### src/core/stats_pkg.sv
/*
 * Shared constants for the frame statistics block: counter slots, word
 * counts, readout selector codes, transfer lengths and the readout states.
 * Assumes every user imports the whole package.
 */
package stats_pkg;

    // Counter slots of the receive set, in readout order.
    localparam int RX_GOOD = 0, RX_CRC = 1, RX_RUNT = 2, RX_ALIGN = 3,
                   RX_LONG = 4, RX_LATE = 5, RX_BAD = 6, RX_DROP = 7;
    localparam int RX_CNTS = 8;

    // Counter slots of the transmit set, in readout order.
    localparam int TX_GOOD = 0, TX_PAUSE = 1, TX_SINGLE = 2, TX_MULTI = 3,
                   TX_XCOL = 4, TX_LATE = 5, TX_UNDER = 6, TX_DEFER = 7,
                   TX_CARR = 8, TX_BAD = 9;
    localparam int TX_CNTS = 10;

    // Counter widths; slots not marked wide wrap at the short width.
    localparam int CNT_W   = 32;
    localparam int SHORT_W = 20;
    localparam logic [RX_CNTS-1:0] RX_WIDE = 8'h01;
    localparam logic [TX_CNTS-1:0] TX_WIDE = 10'h001;

    // Readout geometry: words per set and the snapshot depth.
    localparam int SNAP_WORDS = 12;
    localparam int PTR_W      = 4;
    localparam logic [PTR_W-1:0] RX_LAST = 4'h9;
    localparam logic [PTR_W-1:0] TX_LAST = 4'hb;

    // Readout request selector codes and expected byte lengths.
    localparam logic [15:0] SEL_RX = 16'h0000;
    localparam logic [15:0] SEL_TX = 16'h0001;
    localparam logic [15:0] LEN_RX = 16'h0028;
    localparam logic [15:0] LEN_TX = 16'h0030;

    // Shortest legal frame in bytes.
    localparam int RUNT_BYTES = 64;

    typedef enum logic [1:0] {ST_IDLE, ST_FETCH, ST_SHOW, ST_SEND} rd_state_e;

endpackage

### src/core/stats_if.sv
/*
 * Internal carrier between the statistics top, its event decoder and its
 * snapshot memory. Assumes all three run on the same clock.
 */
interface stats_if;
    import stats_pkg::*;

    logic                    rx_inc [RX_CNTS];
    logic                    tx_inc [TX_CNTS];
    logic                    load;
    logic [CNT_W-1:0]        load_data [SNAP_WORDS];
    logic                    rd_en;
    logic [PTR_W-1:0]        rd_addr;
    logic [CNT_W-1:0]        rd_data;

    modport dec (output rx_inc, tx_inc);
    modport cnt (input rx_inc, tx_inc, rd_data, output load, load_data, rd_en, rd_addr);
    modport mem (input load, load_data, rd_en, rd_addr, output rd_data);
endinterface

### src/core/stats_counters.sv
/*
 * Receive and transmit frame statistics counters with snapshot readout.
 * Counters are fed by per-frame status events and read only through the
 * statistics readout request, one 32-bit word at a time. Assumes the status
 * paths and the request reader sit on ref_clk_i.
 */
module stats_counters
    import stats_pkg::*;
#(
    parameter int LEN_W = 14
) (
    // Clock and reset.
    input  wire logic             ref_clk_i,
    input  wire logic             srst_i,
    // Receive status from the MAC and the rx_fifo_flow_controller.
    input  wire logic             rx_stat_vld_i,
    input  wire logic             rx_crc_err_i,
    input  wire logic             rx_dribble_i,
    input  wire logic             rx_late_col_i,
    input  wire logic             rx_phy_err_i,
    input  wire logic             rx_fifo_drop_i,
    input  wire logic [LEN_W-1:0] rx_len_i,
    input  wire logic [LEN_W-1:0] max_len_i,
    // Transmit status from the MAC.
    input  wire logic             tx_stat_vld_i,
    input  wire logic             tx_pause_i,
    input  wire logic [4:0]       tx_col_cnt_i,
    input  wire logic             tx_excess_col_i,
    input  wire logic             tx_late_col_i,
    input  wire logic             tx_underrun_i,
    input  wire logic             tx_excess_defer_i,
    input  wire logic             tx_carrier_err_i,
    // Readout request from the usb_control_unit.
    input  wire logic             req_vld_i,
    input  wire logic [15:0]      req_index_i,
    input  wire logic [15:0]      req_length_i,
    // Readout answer.
    input  wire logic             rsp_ready_i,
    output logic                  rsp_vld_o,
    output logic [CNT_W-1:0]      rsp_data_o,
    output logic                  rsp_last_o,
    output logic                  rsp_stall_o,
    output logic                  busy_o
);

    stats_if ev ();

    logic [CNT_W-1:0] rx_cnt_q [RX_CNTS];
    logic [CNT_W-1:0] tx_cnt_q [TX_CNTS];

    rd_state_e        state_q, state_d;
    logic [PTR_W-1:0] ptr_q, ptr_d;
    logic [PTR_W-1:0] last_q, last_d;
    logic             busy_q, busy_d;
    logic             vld_q, vld_d;
    logic             rlast_q, rlast_d;
    logic             stall_q, stall_d;
    logic [CNT_W-1:0] data_q, data_d;

    logic             sel_rx, sel_tx, req_ok, take, refuse, acc;

    // Adds one and wraps at the counter's own width, so a short counter
    // rolls from all ones to zero instead of spilling into the upper bits.
    function automatic logic [CNT_W-1:0] bump(input logic [CNT_W-1:0] v,
                                              input logic             wide);
        logic [SHORT_W-1:0] s;
        s = v[SHORT_W-1:0] + SHORT_W'(1);
        if (wide) begin
            bump = v + CNT_W'(1);
        end else begin
            bump = {{(CNT_W-SHORT_W){1'b0}}, s};
        end
    endfunction

    // Event classification lives in its own module.
    stats_event_decode #(
        .LEN_W (LEN_W)
    ) u_decode (
        .rx_stat_vld_i     (rx_stat_vld_i),
        .rx_crc_err_i      (rx_crc_err_i),
        .rx_dribble_i      (rx_dribble_i),
        .rx_late_col_i     (rx_late_col_i),
        .rx_phy_err_i      (rx_phy_err_i),
        .rx_fifo_drop_i    (rx_fifo_drop_i),
        .rx_len_i          (rx_len_i),
        .max_len_i         (max_len_i),
        .tx_stat_vld_i     (tx_stat_vld_i),
        .tx_pause_i        (tx_pause_i),
        .tx_col_cnt_i      (tx_col_cnt_i),
        .tx_excess_col_i   (tx_excess_col_i),
        .tx_late_col_i     (tx_late_col_i),
        .tx_underrun_i     (tx_underrun_i),
        .tx_excess_defer_i (tx_excess_defer_i),
        .tx_carrier_err_i  (tx_carrier_err_i),
        .ev                (ev.dec)
    );

    // Snapshot store that the readout walks through.
    stats_snap_mem u_snap (
        .ref_clk_i (ref_clk_i),
        .srst_i    (srst_i),
        .sm        (ev.mem)
    );

    // Receive counters; readout never writes here, only events do.
    always_ff @(posedge ref_clk_i) begin
        for (int i = 0; i < RX_CNTS; i++) begin
            if (srst_i) begin
                rx_cnt_q[i] <= '0;
            end else if (ev.rx_inc[i]) begin
                rx_cnt_q[i] <= bump(rx_cnt_q[i], RX_WIDE[i]);
            end
        end
    end

    // Transmit counters, same wrap behaviour as the receive side.
    always_ff @(posedge ref_clk_i) begin
        for (int i = 0; i < TX_CNTS; i++) begin
            if (srst_i) begin
                tx_cnt_q[i] <= '0;
            end else if (ev.tx_inc[i]) begin
                tx_cnt_q[i] <= bump(tx_cnt_q[i], TX_WIDE[i]);
            end
        end
    end

    // Request check: the selector picks the set and the length must match
    // that set exactly; anything else arriving while idle is answered with a stall.
    assign sel_rx = (req_index_i == SEL_RX);
    assign sel_tx = (req_index_i == SEL_TX);
    assign req_ok = (sel_rx && req_length_i == LEN_RX)
                 || (sel_tx && req_length_i == LEN_TX);
    assign take   = req_vld_i && !busy_q && req_ok;
    assign refuse = req_vld_i && !busy_q && !req_ok;
    assign acc    = vld_q && rsp_ready_i;

    // Snapshot image of the selected set. Events landing in the take cycle
    // show up in the next readout, never half in this one.
    always_comb begin
        for (int w = 0; w < SNAP_WORDS; w++) begin
            ev.load_data[w] = '0;
        end
        for (int w = 0; w < TX_CNTS; w++) begin
            if (sel_tx) begin
                ev.load_data[w] = tx_cnt_q[w];
            end
        end
        for (int w = 0; w < RX_CNTS; w++) begin
            if (sel_rx) begin
                ev.load_data[w] = rx_cnt_q[w];
            end
        end
    end

    // Memory controls: one load per accepted request, reads in the fetch state.
    assign ev.load    = take;
    assign ev.rd_en   = (state_q == ST_FETCH);
    assign ev.rd_addr = ptr_q;

    // Readout sequencer: fetch a word, show it, hold it until accepted.
    // Three cycles per word is slow but far faster than the control pipe.
    always_comb begin
        state_d = state_q;
        ptr_d   = ptr_q;
        last_d  = last_q;
        busy_d  = busy_q;
        vld_d   = vld_q;
        rlast_d = rlast_q;
        stall_d = refuse;
        data_d  = data_q;
        case (state_q)
            ST_IDLE: begin
                if (take) begin
                    state_d = ST_FETCH;
                    ptr_d   = '0;
                    last_d  = sel_tx ? TX_LAST : RX_LAST;
                    busy_d  = 1'b1;
                end
            end
            ST_FETCH: begin
                state_d = ST_SHOW;
            end
            ST_SHOW: begin
                state_d = ST_SEND;
                vld_d   = 1'b1;
                data_d  = ev.rd_data;
                rlast_d = (ptr_q == last_q);
            end
            ST_SEND: begin
                if (acc) begin
                    vld_d   = 1'b0;
                    rlast_d = 1'b0;
                    if (rlast_q) begin
                        state_d = ST_IDLE;
                        busy_d  = 1'b0;
                    end else begin
                        state_d = ST_FETCH;
                        ptr_d   = ptr_q + PTR_W'(1);
                    end
                end
            end
            default: begin
                state_d = ST_IDLE;
                busy_d  = 1'b0;
                vld_d   = 1'b0;
            end
        endcase
    end

    // Sequencer registers.
    always_ff @(posedge ref_clk_i) begin
        if (srst_i) begin
            state_q <= ST_IDLE;
            ptr_q   <= '0;
            last_q  <= '0;
            busy_q  <= 1'b0;
            vld_q   <= 1'b0;
            rlast_q <= 1'b0;
            stall_q <= 1'b0;
            data_q  <= '0;
        end else begin
            state_q <= state_d;
            ptr_q   <= ptr_d;
            last_q  <= last_d;
            busy_q  <= busy_d;
            vld_q   <= vld_d;
            rlast_q <= rlast_d;
            stall_q <= stall_d;
            data_q  <= data_d;
        end
    end

    // Outputs come straight from the sequencer flops.
    assign rsp_vld_o   = vld_q;
    assign rsp_data_o  = data_q;
    assign rsp_last_o  = rlast_q;
    assign rsp_stall_o = stall_q;
    assign busy_o      = busy_q;

    // The snapshot is only ever taken while no readout is in flight.
    a_snap_idle_only: assert property (@(posedge ref_clk_i) disable iff (srst_i)
        ev.load |-> !busy_q)
        else $error("snapshot taken during a readout");

    // A short counter steps modulo 2**20, so all ones rolls to zero. Every step is
    // checked because no run is long enough to climb to the top of the range.
    a_short_wrap: assert property (@(posedge ref_clk_i) disable iff (srst_i)
        ev.rx_inc[RX_CRC]
        |=> rx_cnt_q[RX_CRC] == {12'h000, $past(rx_cnt_q[RX_CRC][19:0]) + 20'h00001})
        else $error("short receive counter left its 20-bit range");

    // The wide good counter steps by exactly one per good frame.
    a_rx_good_step: assert property (@(posedge ref_clk_i) disable iff (srst_i)
        ev.rx_inc[RX_GOOD] |=> rx_cnt_q[RX_GOOD] == $past(rx_cnt_q[RX_GOOD]) + 32'h1)
        else $error("good receive counter did not advance by one");

    // A readout in flight leaves an idle drop counter untouched.
    a_read_keeps: assert property (@(posedge ref_clk_i) disable iff (srst_i)
        busy_q && !ev.rx_inc[RX_DROP] |=> rx_cnt_q[RX_DROP] == $past(rx_cnt_q[RX_DROP]))
        else $error("counter changed by a readout");

    // A dropped frame never reaches the bad or CRC counters.
    a_drop_only: assert property (@(posedge ref_clk_i) disable iff (srst_i)
        rx_stat_vld_i && rx_fifo_drop_i
        |-> ev.rx_inc[RX_DROP] && !ev.rx_inc[RX_BAD] && !ev.rx_inc[RX_CRC])
        else $error("dropped frame reached an error counter");

    // Pause frames go to their own counter and never to the good one.
    a_pause_apart: assert property (@(posedge ref_clk_i) disable iff (srst_i)
        ev.tx_inc[TX_PAUSE] |-> !ev.tx_inc[TX_GOOD] && tx_pause_i)
        else $error("pause frame counted as good");

    // Wrong selector or length is stalled and starts nothing.
    a_bad_len_stall: assert property (@(posedge ref_clk_i) disable iff (srst_i)
        refuse |=> rsp_stall_o && !busy_o && !rsp_vld_o)
        else $error("malformed request not stalled");

    // The first word appears three cycles after the request is taken.
    a_first_word: assert property (@(posedge ref_clk_i) disable iff (srst_i)
        take |-> !rsp_vld_o ##1 !rsp_vld_o ##1 !rsp_vld_o ##1 rsp_vld_o)
        else $error("first readout word late or early");

    // A transmit request walks twelve words, a receive request ten.
    a_set_length: assert property (@(posedge ref_clk_i) disable iff (srst_i)
        take |=> last_q == (($past(req_index_i) == SEL_TX) ? TX_LAST : RX_LAST))
        else $error("readout length does not match the selected set");

    // An offered word holds still until it is taken.
    a_word_holds: assert property (@(posedge ref_clk_i) disable iff (srst_i)
        rsp_vld_o && !rsp_ready_i |=> rsp_vld_o && $stable(rsp_data_o) && $stable(rsp_last_o))
        else $error("readout word changed before acceptance");

    // Carrier trouble always counts the frame as bad as well.
    a_carrier_bad: assert property (@(posedge ref_clk_i) disable iff (srst_i)
        ev.tx_inc[TX_CARR] |-> ev.tx_inc[TX_BAD] && !ev.tx_inc[TX_GOOD])
        else $error("carrier error not counted as bad frame");

    // The pause counter steps inside its 20 bits and wraps there.
    a_pause_step: assert property (@(posedge ref_clk_i) disable iff (srst_i)
        ev.tx_inc[TX_PAUSE]
        |=> tx_cnt_q[TX_PAUSE] == {12'h000, $past(tx_cnt_q[TX_PAUSE][19:0]) + 20'h00001})
        else $error("pause counter did not step within 20 bits");

    // Any kept frame with a CRC, late collision or PHY error is counted bad and never good.
    a_rx_bad_total: assert property (@(posedge ref_clk_i) disable iff (srst_i)
        rx_stat_vld_i && !rx_fifo_drop_i && (rx_crc_err_i || rx_late_col_i || rx_phy_err_i)
        |-> ev.rx_inc[RX_BAD] && !ev.rx_inc[RX_GOOD])
        else $error("errored frame not counted as bad");

    // The last flag only rides on the final word of the selected set.
    a_last_word: assert property (@(posedge ref_clk_i) disable iff (srst_i)
        rsp_last_o |-> rsp_vld_o && ptr_q == last_q)
        else $error("last flag on a word that is not the final one");

    // A request during a readout is ignored: no stall and no new set length.
    // The host must wait for busy_o to fall; a restart here would tear the snapshot.
    a_busy_ignores: assert property (@(posedge ref_clk_i) disable iff (srst_i)
        req_vld_i && busy_q |=> !rsp_stall_o && $stable(last_q))
        else $error("request during a readout was acted upon");

endmodule

### src/core/stats_event_decode.sv
/*
 * Turns one receive or transmit status event into per-counter increment
 * strobes. Assumes the status inputs come from logic on the same clock and
 * that each valid strobe lasts one cycle per frame.
 */
module stats_event_decode
    import stats_pkg::*;
#(
    parameter int LEN_W = 14
) (
    // Receive status.
    input  wire logic             rx_stat_vld_i,
    input  wire logic             rx_crc_err_i,
    input  wire logic             rx_dribble_i,
    input  wire logic             rx_late_col_i,
    input  wire logic             rx_phy_err_i,
    input  wire logic             rx_fifo_drop_i,
    input  wire logic [LEN_W-1:0] rx_len_i,
    input  wire logic [LEN_W-1:0] max_len_i,
    // Transmit status.
    input  wire logic             tx_stat_vld_i,
    input  wire logic             tx_pause_i,
    input  wire logic [4:0]       tx_col_cnt_i,
    input  wire logic             tx_excess_col_i,
    input  wire logic             tx_late_col_i,
    input  wire logic             tx_underrun_i,
    input  wire logic             tx_excess_defer_i,
    input  wire logic             tx_carrier_err_i,
    // Increment strobes.
    stats_if.dec                  ev
);
    logic rx_long, rx_err, rx_cnt_err, tx_abort, tx_err, tx_ok;

    // A frame dropped for lack of room reaches the drop counter and, when error-free, the good counter too.
    assign rx_long    = rx_len_i > max_len_i;
    assign rx_err     = rx_crc_err_i | rx_long | rx_late_col_i | rx_phy_err_i;
    assign rx_cnt_err = rx_stat_vld_i & ~rx_fifo_drop_i;
    assign ev.rx_inc[RX_GOOD]  = rx_stat_vld_i & ~rx_err;
    assign ev.rx_inc[RX_CRC]   = rx_cnt_err & rx_crc_err_i & ~rx_dribble_i;
    assign ev.rx_inc[RX_RUNT]  = rx_cnt_err & rx_crc_err_i
                                 & (rx_len_i < LEN_W'(RUNT_BYTES));
    assign ev.rx_inc[RX_ALIGN] = rx_cnt_err & rx_crc_err_i & rx_dribble_i;
    assign ev.rx_inc[RX_LONG]  = rx_cnt_err & rx_long;
    assign ev.rx_inc[RX_LATE]  = rx_cnt_err & rx_late_col_i;
    assign ev.rx_inc[RX_BAD]   = rx_cnt_err & rx_err;
    assign ev.rx_inc[RX_DROP]  = rx_stat_vld_i & rx_fifo_drop_i;

    // Carrier trouble spoils a frame like any abort does.
    assign tx_abort = tx_excess_col_i | tx_late_col_i | tx_underrun_i | tx_excess_defer_i;
    assign tx_err   = tx_abort | tx_carrier_err_i;
    assign tx_ok    = tx_stat_vld_i & ~tx_err;
    assign ev.tx_inc[TX_GOOD]   = tx_ok & ~tx_pause_i;
    assign ev.tx_inc[TX_PAUSE]  = tx_ok & tx_pause_i;
    assign ev.tx_inc[TX_SINGLE] = tx_ok & (tx_col_cnt_i == 5'h01);
    assign ev.tx_inc[TX_MULTI]  = tx_ok & (tx_col_cnt_i > 5'h01);
    assign ev.tx_inc[TX_XCOL]   = tx_stat_vld_i & tx_excess_col_i;
    assign ev.tx_inc[TX_LATE]   = tx_stat_vld_i & tx_late_col_i;
    assign ev.tx_inc[TX_UNDER]  = tx_stat_vld_i & tx_underrun_i;
    assign ev.tx_inc[TX_DEFER]  = tx_stat_vld_i & tx_excess_defer_i;
    assign ev.tx_inc[TX_CARR]   = tx_stat_vld_i & tx_carrier_err_i;
    assign ev.tx_inc[TX_BAD]    = tx_stat_vld_i & tx_err;
endmodule

### src/core/stats_snap_mem.sv
/*
 * Snapshot store for one counter set. All words load in a single edge so the
 * copy is consistent; reads come out of a register one cycle after rd_en.
 * Assumes one clock and a synchronous active-high reset.
 */
module stats_snap_mem
    import stats_pkg::*;
(
    // Clock and reset.
    input  wire logic ref_clk_i,
    input  wire logic srst_i,
    // Load and read port.
    stats_if.mem      sm
);
    logic [CNT_W-1:0] mem_q [SNAP_WORDS];
    logic [CNT_W-1:0] rd_q;

    // Whole-set load; a read in the same cycle sees the old contents.
    always_ff @(posedge ref_clk_i) begin
        if (sm.load) begin
            mem_q <= sm.load_data;
        end
        if (srst_i) begin
            rd_q <= '0;
        end else if (sm.rd_en) begin
            rd_q <= mem_q[sm.rd_addr];
        end
    end

    assign sm.rd_data = rd_q;
endmodule

### config.mk
export PLATFORM = sky130hd
export DESIGN_NAME = stats_counters
export DESIGN_NICKNAME = d
export VERILOG_FILES = /design/src/core/stats_pkg.sv /design/src/core/stats_if.sv /design/src/core/stats_counters.sv /design/src/core/stats_event_decode.sv /design/src/core/stats_snap_mem.sv
export SDC_FILE = /design/constraint.sdc
export NUM_CORES = 1
export LEC_CHECK = 0
export ABC_AREA = 1
export BUFFER_PORTS_ARGS = -buffer_cell sky130_fd_sc_hd__clkbuf_2
export CELL_PAD_IN_SITES_DETAIL_PLACEMENT = 0
export CELL_PAD_IN_SITES_GLOBAL_PLACEMENT = 1
export CORE_ASPECT_RATIO = 1.25
export CORE_MARGIN = 5
export CORE_UTILIZATION = 53
export CTS_BUF_LIST = sky130_fd_sc_hd__clkbuf_8 sky130_fd_sc_hd__clkbuf_16
export DETAILED_ROUTE_END_ITERATION = 10
export PLACE_DENSITY_LB_ADDON = 0.1
export SKIP_LAST_GASP = 1
export SYNTH_ARGS = -nofsm -noshare
export SYNTH_HDL_FRONTEND = slang
export SYNTH_SLANG_ARGS = --single-unit
### constraint.sdc
create_clock -name ref_clk_i -period 25.8 [get_ports ref_clk_i]
set_clock_uncertainty 0.2 [all_clocks]
set_input_delay 1.29 -clock ref_clk_i [delete_from_list [all_inputs] [get_ports ref_clk_i]]
set_output_delay 1.29 -clock ref_clk_i [all_outputs]
set_load 0.005 [all_outputs]
==> run summary <==
die width -> 239.3 um
critical path class -> in -> reg
Max VDD drop -> 0.04593 mV
Crit Path Max Fanout -> 75
status -> complete, no violations
RePlAce Congestion -> 0.8665
Core Util, Final -> 58.68%
leak pwr -> 14.18 nW
Power Dens Cells -> 60.65 nW/um2
pin count of the biggest net entering global routing -> 82
CP Buf/Inv Count -> 6
crit path time final -> 5.525 ns
area occupied by multi-input gates -> 12920 um2
register area -> 19420 um2
Post-Synthesis Cell Area -> 34840 um2
DP Wirelength -> 68.92 mm
post-cts sizing count -> 0
Worst Max-Slew Pin Slew -> 1.179 ns
initial antenna violation count -> 0
top-area cell type share of the netlist area -> 51.37%
initial core utilization -> 53.25%
Final #Nets -> 4065
share of cells above drive strength 1 -> 9.259%
Async SR Flop Fraction -> 0%
number of global-route vias before repair -> 26800
Area Growth Syn to Fin -> 10.19%
DIE HEIGHT -> 296.7 um
Ant. Diodes -> 0
Seq cells post-synth -> 672
slowest stage cell, crit path -> buf_4
die area -> 70990 um2
register area share after synthesis -> 55.74%
Slew Limit Fails -> 0
CTS root buffer -> clkbuf_16
fmax -> 181.0 MHz
H-tree levels -> 3
CTS buffer count -> 71
via count -> 27830
Post-synth EDFFs -> 596
Final setup viols -> 0
clock net sink count -> 672
DR vias/cell -> 5.735
Post-CTS Hold Buffers -> 0
Max Cap Viol -> 0
critical path startpoint category -> input port
Critical Path RT -> 25.82 ns
Core Rows -> 105
DR DRC count -> 0
max_slew headroom -> 21.38%
crit-path cells -> clkbuf_2, inv_1, nand2_1, nor2_1, nand2_1, nor2_4, buf_4, nand3_1, a21oi_4, buf_4, buf_4, buf_4
Critical Path End Type -> flip-flop
syn nets -> 3979
gr usage total -> 26.70%
synth top area cells -> edfxtp_1 51%, nand2_1 6.3%, inv_1 5.7%
drt total wl -> 97.08 mm
predominant post-synthesis flop cell -> edfxtp_1
post-synthesis instance total -> 3859
Top-Level Pins -> 118
Clock transition at path regs -> 0.06 ns
endpoints failing hold -> 0
CTS Buffer Depth -> 3
commonest cells in the netlist -> 596 x edfxtp_1, 589 x nand2_1, 527 x inv_1
clk_lat worst skew -> 0.61 ns
setup repair after global routing missed its margin -> false
TritonCTS clock tree -> yes
Routed wire per std cell -> 20.01 um
Yosys cell types -> 53
fin crit share -> 21.41%
fill count -> 5943
placed instance count -> 4728
Synth Warn # -> 0
min-delay worst type -> reg -> reg
drt pass-1 iters -> 6
cell taking the most area after synthesis -> edfxtp_1
antenna-violating nets left -> 0
Critical Path Most Common Cell -> buf_4
Setup Total Neg Slack -> 0 ns
Setup Buffers After CTS -> 0
Buffers on Ports -> 117
delay-heaviest family, CP -> buffers and inverters
total gr overflow -> 0
most frequent cell after synthesis -> edfxtp_1
DRT iter0 DRCs -> 2557
Crit path arrival time -> 5.55 ns
synthesized area per cell -> 9.028 um2
first-pass GRT wire length -> 148.7 mm
CP peak stage delay -> 0.86 ns
core area -> 65430 um2
Non-Filler Instances -> 4852
[cell families (layout without fill, tap and decap cells)]
family / Yosys count / in the layout / share of synthesized area [%]
xor gates and xnor gates: 70 / 70 / 1.760
adders and majority gates: 38 / 38 / 1.365
DFF: 672 / 672 / 55.74
and+or+nand+nor: 1624 / 1624 / 21.26
buffers and inverters: 668 / 805 / 7.330
AOI/OAI and AO/OA: 787 / 787 / 12.55
[flip-flops by register name, indices dropped and copies added, names as in the netlist]
| register | count |
|---|---|
| rx_cnt_q | 172 |
| last_q | 2 |
| rsp_last_o | 1 |
| u_snap.sm.rd_data | 32 |
| u_snap.mem_q | 212 |
| state_q | 2 |
| rsp_vld_o | 1 |
| busy_o | 1 |
| rsp_data_o | 32 |
| ev.rd_addr | 4 |
| tx_cnt_q | 212 |
| rsp_stall_o | 1 |
[metrics by stage]
step | hold slack, ns | instance area, um2 | power [mW] | setup slack (ns)
final | 0.2686 | 38390 | 2.328 | 20.28
after global routing | 0.2956 | 38390 | 2.408 | 19.97
after CTS | 0.2695 | 38390 | 2.344 | 20.27
after detailed placement | 0.2603 | 36210 | 1.366 | 19.61
after global placement | 0.2522 | 36210 | 1.365 | 19.73
after floorplan | 0.2421 | 34840 | 1.322 | 12.56
[report_power, final]
part	total, mW	internal (mW)	switching (mW)
clock network	0.985	0.558	0.427
registers	1.24	1.21	0.0302
logic	0.102	0.0276	0.0749
total	2.33	1.80	0.532
[layout make-up]
class / instances / share of cell area (%)
clock buffer: 78 / 4.967
clock inverter: 46 / 0.7040
inverter: 539 / 5.283
multi-input combinational: 2519 / 33.65
sequential: 672 / 50.59
tap: 856 / 2.790
timing repair buffer: 142 / 2.014
[placed cells by master, fill, tap and decap left out, drive strengths merged, types with 20 or more instances in the layout]
cell type,instances
inv,562
clkbuf,195
nand4,101
o22ai,136
edfxtp,596
nand3,149
clkinv,20
o211ai,31
or2,34
ha,38
nor2,543
xor2,63
a21oi,254
o21ai,299
nor4,29
nor3b,20
dfxtp,76
nand2,597
nor3,143
buf,25
[final timing paths]
| check | startpoint | end | slack [ns] | cells past startpoint |
|---|---|---|---|---|
| min | u_snap.sm.rd_data[29]$_SDFFE_PP0N_ | u_snap.sm.rd_data[29]$_SDFFE_PP0N_ | 0.27 | 2 |
| max reg2reg | busy_o$_SDFFE_PP0P_ | u_snap.mem_q[328]$_DFFE_PP_ | 21.80 | 6 |
| min reg2reg | u_snap.sm.rd_data[29]$_SDFFE_PP0N_ | u_snap.sm.rd_data[29]$_SDFFE_PP0N_ | 0.27 | 2 |
| max | req_index_i[5] | u_snap.mem_q[328]$_DFFE_PP_ | 20.28 | 12 |
[tightest hold or removal path, stage by stage (launching register included)]
cell and delay (ns):
dfxtp_1 0.31, nand2_1 0.06, a21oi_1 0.05
[metal layers]
| metal | vias up | wire length (um) | global-route usage (%) |
|---|---|---|---|
| met2 | 904 | 46970 | 44.87 |
| met4 | 0 | 5355 | 13.85 |
| met5 | - | 0 | 0 |
| met3 | 213 | 5325 | 3.153 |
| met1 | 13240 | 39430 | 34.26 |
| li1 | 13470 | - | - |
Power figures use the tool's default switching activity.
